File: src/rtl/tec_pkg.sv
// Shared constants and types for the tap event configuration and status block
package tec_pkg;
   // Register offsets on the device register port
   localparam logic [7:0] TEC_CONFIG_ADDR = 8'h21;
   localparam logic [7:0] TEC_STATUS_ADDR = 8'h22;
   // Configuration field positions
   localparam int TEC_CFG_ABORT = 7;
   localparam int TEC_CFG_LATCH = 6;
   localparam int TEC_CFG_Z_DBL = 5;
   localparam int TEC_CFG_Z_SGL = 4;
   localparam int TEC_CFG_Y_DBL = 3;
   localparam int TEC_CFG_Y_SGL = 2;
   localparam int TEC_CFG_X_DBL = 1;
   localparam int TEC_CFG_X_SGL = 0;
   // Status field positions
   localparam int TEC_ST_ACTIVE = 7;
   localparam int TEC_ST_Z_FLAG = 6;
   localparam int TEC_ST_X_FLAG = 4;
   localparam int TEC_ST_DOUBLE = 3;
   localparam int TEC_ST_Z_NEG = 2;
   localparam int TEC_ST_X_NEG = 0;
   // Values after reset
   localparam logic [7:0] TEC_CONFIG_RST = 8'h00;
   localparam logic [7:0] TEC_STATUS_RST = 8'h00;
   localparam logic [7:0] TEC_RDATA_RST = 8'h00;
   // Timer step of the latency and window counters
   localparam int TEC_CLK_PERIOD_PS = 4000;
   localparam longint TEC_STEP_TIME_PS = 64'd2500000000;
   localparam int TEC_STEP_CYCLES = int'((TEC_STEP_TIME_PS + TEC_CLK_PERIOD_PS - 1)
                                         / TEC_CLK_PERIOD_PS);
   // Tap sequencer states
   typedef enum logic [1:0] {
      TEC_SQ_IDLE,
      TEC_SQ_LATENCY,
      TEC_SQ_WINDOW
   } tec_seq_state_t;
endpackage

File: src/rtl/tec_evt_if.sv
// Tap event and sequencer control signals between sequencer and status logic
`timescale 1ns/1ps
interface tec_evt_if;
   logic single_evt;
   logic double_evt;
   logic [2:0] axis;
   logic [2:0] negative;
   logic double_tap_abort;
   logic [7:0] tap_latency_time;
   logic [7:0] window_time;
   modport seq (output single_evt, double_evt, axis, negative,
                input double_tap_abort, tap_latency_time, window_time);
   modport ctl (input single_evt, double_evt, axis, negative,
                output double_tap_abort, tap_latency_time, window_time);
endinterface

File: src/rtl/tec_tap_seq.sv
// Single and double tap sequencer with latency interval and abort option
`timescale 1ns/1ps
module tec_tap_seq
   import tec_pkg::*;
(
   // Clock and reset
   input wire logic clk,
   input wire logic reset,
   // Timer step enable
   input wire logic tick,
   // Pulses per axis, bit 2 Z, bit 1 Y, bit 0 X
   input wire logic [2:0] pulse_start,
   input wire logic [2:0] pulse_done,
   input wire logic [2:0] pulse_neg,
   // Events out, control in
   tec_evt_if.seq evt
);
   typedef struct packed {
      tec_seq_state_t state;
      logic [7:0] cnt;
      logic lat_start;
      logic lat_abort;
      logic single_evt;
      logic double_evt;
      logic [2:0] axis;
      logic [2:0] negative;
   } tec_seq_t;

   tec_seq_t s_reg;
   tec_seq_t s_next;

   always_comb begin
      s_next = s_reg;
      s_next.single_evt = 1'b0;
      s_next.double_evt = 1'b0;
      case (s_reg.state)
         TEC_SQ_IDLE: begin
            if (|pulse_done) begin
               s_next.single_evt = 1'b1;
               s_next.axis = pulse_done;
               s_next.negative = pulse_neg & pulse_done;
               s_next.cnt = evt.tap_latency_time;
               s_next.lat_start = 1'b0;
               s_next.lat_abort = 1'b0;
               s_next.state = TEC_SQ_LATENCY;
            end
         end
         TEC_SQ_LATENCY: begin
            // Pulses here are only tracked, never reported
            if (|pulse_start) begin
               s_next.lat_start = 1'b1;
            end
            if ((s_reg.lat_start || |pulse_start) && |pulse_done && evt.double_tap_abort) begin
               s_next.lat_abort = 1'b1;
            end
            if (tick) begin
               if (s_reg.cnt == 8'h00) begin
                  s_next.cnt = evt.window_time;
                  // Abort clear: double detection carries on
                  s_next.state = s_reg.lat_abort ? TEC_SQ_IDLE : TEC_SQ_WINDOW;
               end else begin
                  s_next.cnt = s_reg.cnt - 8'h01;
               end
            end
         end
         TEC_SQ_WINDOW: begin
            if (|pulse_done) begin
               s_next.double_evt = 1'b1;
               s_next.axis = pulse_done;
               s_next.negative = pulse_neg & pulse_done;
               s_next.state = TEC_SQ_IDLE;
            end else if (tick) begin
               if (s_reg.cnt == 8'h00) begin
                  s_next.state = TEC_SQ_IDLE;
               end else begin
                  s_next.cnt = s_reg.cnt - 8'h01;
               end
            end
         end
         default: begin
            s_next.state = TEC_SQ_IDLE;
         end
      endcase
   end

   always_ff @(posedge clk) begin
      if (reset) begin
         s_reg <= '{state: TEC_SQ_IDLE, default: '0};
      end else begin
         s_reg <= s_next;
      end
   end

   assign evt.single_evt = s_reg.single_evt;
   assign evt.double_evt = s_reg.double_evt;
   assign evt.axis = s_reg.axis;
   assign evt.negative = s_reg.negative;
endmodule

File: src/rtl/tec_tap_event_top.sv
// Tap event configuration and status registers with tap sequencer
// Behaviour
// - Six per-axis single/double enables, reset disabled
// - Flags raised only for enabled axis and type
// - Abort clear: double detection continues after latency
// - Abort set: latency pulse suspends double detection
// - Latch bit holds event flags until read
// - Event-active bit set by any enabled event, reset 0
// - Bits 6..4 flag Z, Y, X events
// - Bit 3 tells double from single tap
// - Bits 2..0 give Z, Y, X polarity
// - Latched and active: status bits frozen until read
// - Status read clears all status bits and drops interrupt, unless an enabled event arrives in the same cycle
// - Pulses not reported during latency after first pulse
`timescale 1ns/1ps
module tec_tap_event_top
   import tec_pkg::*;
#(
   parameter int STEP_CYCLES = TEC_STEP_CYCLES
)(
   // Clock and reset
   input wire logic clk,
   input wire logic reset,
   // Register port behind the serial interface
   input wire logic [7:0] reg_addr,
   input wire logic reg_wr,
   input wire logic reg_rd,
   input wire logic [7:0] reg_wdata,
   output logic [7:0] reg_rdata,
   // Pulse detector, bit 2 Z, bit 1 Y, bit 0 X
   input wire logic [2:0] pulse_start,
   input wire logic [2:0] pulse_done,
   input wire logic [2:0] pulse_neg,
   // Timer settings in steps
   input wire logic [7:0] tap_latency_time,
   input wire logic [7:0] window_time,
   // Interrupt request
   output logic tap_irq
);
   localparam int DIV_W = (STEP_CYCLES > 1) ? $clog2(STEP_CYCLES) : 1;
   localparam logic [DIV_W-1:0] DIV_LAST = DIV_W'(STEP_CYCLES - 1);

   typedef struct packed {
      logic [7:0] config_q;
      logic [7:0] status_q;
      logic [7:0] rdata;
      logic [DIV_W-1:0] div;
      logic tick;
   } tec_top_t;

   tec_top_t s_reg;
   tec_top_t s_next;

   tec_evt_if evt ();

   logic [2:0] sgl_en;
   logic [2:0] dbl_en;
   logic [2:0] hit_axes;
   logic wr_config;
   logic rd_status;
   logic rd_config;

   assign sgl_en = {s_reg.config_q[TEC_CFG_Z_SGL], s_reg.config_q[TEC_CFG_Y_SGL],
                    s_reg.config_q[TEC_CFG_X_SGL]};
   assign dbl_en = {s_reg.config_q[TEC_CFG_Z_DBL], s_reg.config_q[TEC_CFG_Y_DBL],
                    s_reg.config_q[TEC_CFG_X_DBL]};
   // Only enabled axis and event type may report
   assign hit_axes = (evt.single_evt ? (evt.axis & sgl_en) : 3'h0)
                   | (evt.double_evt ? (evt.axis & dbl_en) : 3'h0);
   assign wr_config = reg_wr && reg_addr == TEC_CONFIG_ADDR;
   assign rd_status = reg_rd && reg_addr == TEC_STATUS_ADDR;
   assign rd_config = reg_rd && reg_addr == TEC_CONFIG_ADDR;

   assign evt.double_tap_abort = s_reg.config_q[TEC_CFG_ABORT];
   assign evt.tap_latency_time = tap_latency_time;
   assign evt.window_time = window_time;

   tec_tap_seq u_seq (
      .clk(clk),
      .reset(reset),
      .tick(s_reg.tick),
      .pulse_start(pulse_start),
      .pulse_done(pulse_done),
      .pulse_neg(pulse_neg),
      .evt(evt)
   );

   always_comb begin
      logic [7:0] base;
      logic frozen;
      base = 8'h00;
      frozen = 1'b0;
      s_next = s_reg;
      // Timer step divider
      s_next.tick = 1'b0;
      if (s_reg.div == DIV_LAST) begin
         s_next.div = '0;
         s_next.tick = 1'b1;
      end else begin
         s_next.div = s_reg.div + DIV_W'(1);
      end
      // Writes reach configuration only; status ignores them
      if (wr_config) begin
         s_next.config_q = reg_wdata;
      end
      // Read data captured before the clear
      if (rd_status) begin
         s_next.rdata = s_reg.status_q;
      end else if (rd_config) begin
         s_next.rdata = s_reg.config_q;
      end else if (reg_rd) begin
         s_next.rdata = 8'h00;
      end
      base = rd_status ? 8'h00 : s_reg.status_q;
      frozen = s_reg.config_q[TEC_CFG_LATCH] && base[TEC_ST_ACTIVE];
      // A new event beats a clearing read in the same cycle
      if (|hit_axes) begin
         if (frozen) begin
            s_next.status_q = base;
         end else begin
            s_next.status_q = {1'b1, hit_axes, evt.double_evt,
                               evt.negative & hit_axes};
         end
      end else begin
         s_next.status_q = base;
      end
   end

   always_ff @(posedge clk) begin
      if (reset) begin
         s_reg.config_q <= TEC_CONFIG_RST;
         s_reg.status_q <= TEC_STATUS_RST;
         s_reg.rdata <= TEC_RDATA_RST;
         s_reg.div <= '0;
         s_reg.tick <= 1'b0;
      end else begin
         s_reg <= s_next;
      end
   end

   assign reg_rdata = s_reg.rdata;
   assign tap_irq = s_reg.status_q[TEC_ST_ACTIVE];
endmodule

File: config.mk
export PLATFORM = sky130hd
export DESIGN_NAME = tec_tap_event_top
export DESIGN_NICKNAME = d
export VERILOG_FILES = /design/src/rtl/tec_pkg.sv /design/src/rtl/tec_evt_if.sv /design/src/rtl/tec_tap_seq.sv /design/src/rtl/tec_tap_event_top.sv
export SDC_FILE = /design/constraint.sdc
export NUM_CORES = 1
export LEC_CHECK = 0
export ABC_AREA = 1
export BUFFER_PORTS_ARGS = -buffer_cell sky130_fd_sc_hd__buf_2
export CORE_MARGIN = 2
export CORE_UTILIZATION = 57
export DETAILED_ROUTE_END_ITERATION = 10
export PLACE_DENSITY_LB_ADDON = 0.2
export REMOVE_ABC_BUFFERS = 1
export SLEW_MARGIN = 25
export SYNTH_ARGS = -nofsm -noshare
export SYNTH_HDL_FRONTEND = slang
export SYNTH_SLANG_ARGS = --single-unit
File: constraint.sdc
create_clock -name clk -period 1.8 [get_ports clk]
set_input_delay 0 -clock clk [delete_from_list [all_inputs] [get_ports clk]]
set_output_delay 0 -clock clk [all_outputs]
set_load 0.01 [all_outputs]
==> results.ini <==
[power_and_ir_drop]
power.density_nw_per_um2 = 1100
peakVddDrop_mv = 0.753
p_leak_nw = 1.83

[routing]
drt_iter0_drc = 129
drcViolationCount = 0
routedWlPerCell_um = 12.2
vias = 3432
drtAntennaViolNets = 0
routed_wl_um = 8150
via_per_inst = 5.15
firstDrtPassIters = 5

[global_route]
track_usage = 0.253
grt_pass1_vias = 3239
grt_max_degree = 24
grt.overflow.total = 0
grt_antenna_before_repair = 0
grt_pass1_wl_um = 13300

[sta]
fin_crit_sh = 0.932
hold_viol = 0
whs_ns = 0.0153
finClkSkew_ns = 0.00775
slew-limit-headroom = 0.763
worstMarginPinSlew_ns = 0.356
setup_viol = 0
fmaxAchievable_mhz = 596
timing.setup.tns_ns = 0
drv_slew = 0
finalCriticalPeriod_ns = 1.68
grt_setup_unrepaired = no

[cells_and_area]
n_fill_cell = 503
largest_reg_flops = 32
finalNetCount = 637
drive_above_1_share = 0.206
finalNonFillerCells = 666
regArea_um2 = 1300
antenna_cells = 0
multi_input_area_um2 = 1850
area_delta_synth_final_pct = 19.2

[clocking]
cts.path.max_buffers = 2
cts.htree.levels = 3
clk_latency_ns = 0.35
cts_inserted_buffers = 9
cts_root_buf = clkbuf_8
cts_tree = built
cts.sinks = 65
clk_pin_slew_ns = 0.07

[floorplan]
fp.dieH_um = 82.7
core_area_um2 = 5960
num_io_pins = 54
dieArea_um2 = 6840
start_util = 0.593
die_w_um = 82.7
rows = 28

[synthesis]
synth.area.top_cells = dfxtp_1 37%, nand2_1 12%, inv_1 7.0%, a21oi_1 6.9%, nand3_1 6.1%
yosysTopAreaCellShare = 0.369
netlist_instances = 516
async_reset_ff_frac = 0
yosysWarnings = 0
synth_top_area_cell = dfxtp_1
synth_edf_count = 0
synth_flop_cell = dfxtp_1
ys_types = 39
ys_seq_elements = 65
synthesis.area_um2 = 3530
synth_most_common_cell = nand2_1
synth_commonest_cells = 109 x nand2_1, 66 x inv_1, 65 x dfxtp_1, 49 x a21oi_1, 49 x nor2_1
yosysSeqAreaShare = 0.369
avgSynthCellArea_um2 = 6.84

[worst_setup_path]
worstSetupPathDepth = 8
crit_path_end_kind = flop
reg2reg_slack_ns = 0.12
cp_cell_sequence = inv_1 -> ha_1 -> nor2_1 -> nor2_1 -> nand3_2 -> clkbuf_2 -> a21oi_1 -> nor2_1
worstSetupStartpointType = flop
crit_family = simple AND/OR/NAND/NOR gates
worstPathRequired_ns = 2.04
r2r_cells = 8
crit_top_cell = nor2_1
crit_end = u_seq.s_reg[11]$_SDFFE_PP0P_
path_class = reg -> reg
path_buf_inv = 2
crit_slowest_cell = ha_1
arrival_ns = 1.92
cp-startpoint = u_seq.s_reg[18]$_SDFFE_PP0P_
crit_fanout = 8
worstReg2RegStart = u_seq.s_reg[18]$_SDFFE_PP0P_
max_stage_delay_ns = 0.37
r2r_end = u_seq.s_reg[11]$_SDFFE_PP0P_

[placed_design]
gp_congestion = 0.925
portBuffers = 53
dp_hpwl_um = 5850
dp_cells = 632

[job]
cap_violations = 0

[run_status]
status = finished, final reports clean

[min_path]
hold_path.class = in -> reg

worst min-delay path by stage:
stage                    from                      endpoint  slack [ns]  cells past startpoint
3_3_place_gp     reg_wdata[0]        s_reg[37]$_SDFFE_PP0P_        0.27                      3
2_1_floorplan           reset          s_reg[29]$_SDFF_PP0_        0.07                      1
6_report       window_time[6]  u_seq.s_reg[16]$_SDFFE_PP0P_        0.02                      5
4_1_cts        window_time[6]  u_seq.s_reg[16]$_SDFFE_PP0P_        0.01                      5
5_1_grt        window_time[6]  u_seq.s_reg[16]$_SDFFE_PP0P_        0.03                      5
3_5_place_dp     reg_wdata[4]        s_reg[41]$_SDFFE_PP0P_        0.29                      3
kinds of logic after synthesis:
family,Yosys count,share of synthesized area
AO/OA/AOI/OAI,99,0.152
flip-flops,65,0.369
buffers and inverters,92,0.115
XOR/XNOR,9,0.0223
adder cells (fa/ha/maj),5,0.0177
AND/OR/NAND/NOR,246,0.325
power by group:
group | switching (mW) | total [mW] | internal, mW
clock network | 0.562 | 1.19 | 0.623
logic | 1.09 | 1.75 | 0.661
registers | 0.107 | 1.69 | 1.58
layout by cell type (no fill, tap or decap), drive strengths merged, types with 5 or more instances in the layout:
master / n
a21oi: 55
buf: 63
clkbuf: 10
dfxtp: 65
dlygate4sd3: 17
ha: 5
inv: 70
nand2: 117
nand3: 47
nand4: 5
nor2: 58
nor3: 10
o21ai: 40
xor2: 7
stage by stage:
| step | total power [mW] | worst slack [ns] | utilization | cell area, um^2 |
|---|---|---|---|---|
| global route | 4.93 | 0.00177 | 0.707 | 4210 |
| global placement | 3.28 | 0.235 | 0.641 | 3820 |
| floorplan | 2.90 | 0.273 | - | 3390 |
| CTS | 4.53 | 0.130 | 0.701 | 4170 |
| detailed placement | 3.32 | 0.148 | 0.641 | 3820 |
| finish | 4.62 | 0.123 | 0.707 | 4210 |
repair_timing:
action / CTS / global route
buffers inserted: 0 / 2
hold endpoints to repair: 17 / 0
setup endpoints to repair: 0 / 13
gates resized for setup: 0 / 6
hold buffers: 17 / 0
worst register-to-register path: cells and delay by family (launching register included):
kind	cells	cell delay (ns)
simple gates	4	0.47
flops	1	0.33
fa+ha+maj	1	0.37
compound gates	1	0.12
buf+inv	2	0.27
final cells by class:
type / count / share of cell area
multi-input combinational: 359 / 0.439
sequential: 65 / 0.309
timing repair buffer: 81 / 0.123
inverter: 71 / 0.0636
clock buffer: 9 / 0.0294
tap: 75 / 0.0223
clock inverter: 6 / 0.0143
layer usage:
metal  share of wire  wire, um  vias to the layer above  GRT usage
li1                -         -                     1788          -
met1            0.44      3560                     1540      0.280
met2            0.50      4070                       87      0.468
met3           0.044       359                       17     0.0598
met4           0.021       170                        0     0.0885
met5               0         0                        -          0
(Power assumes the default switching activity.)
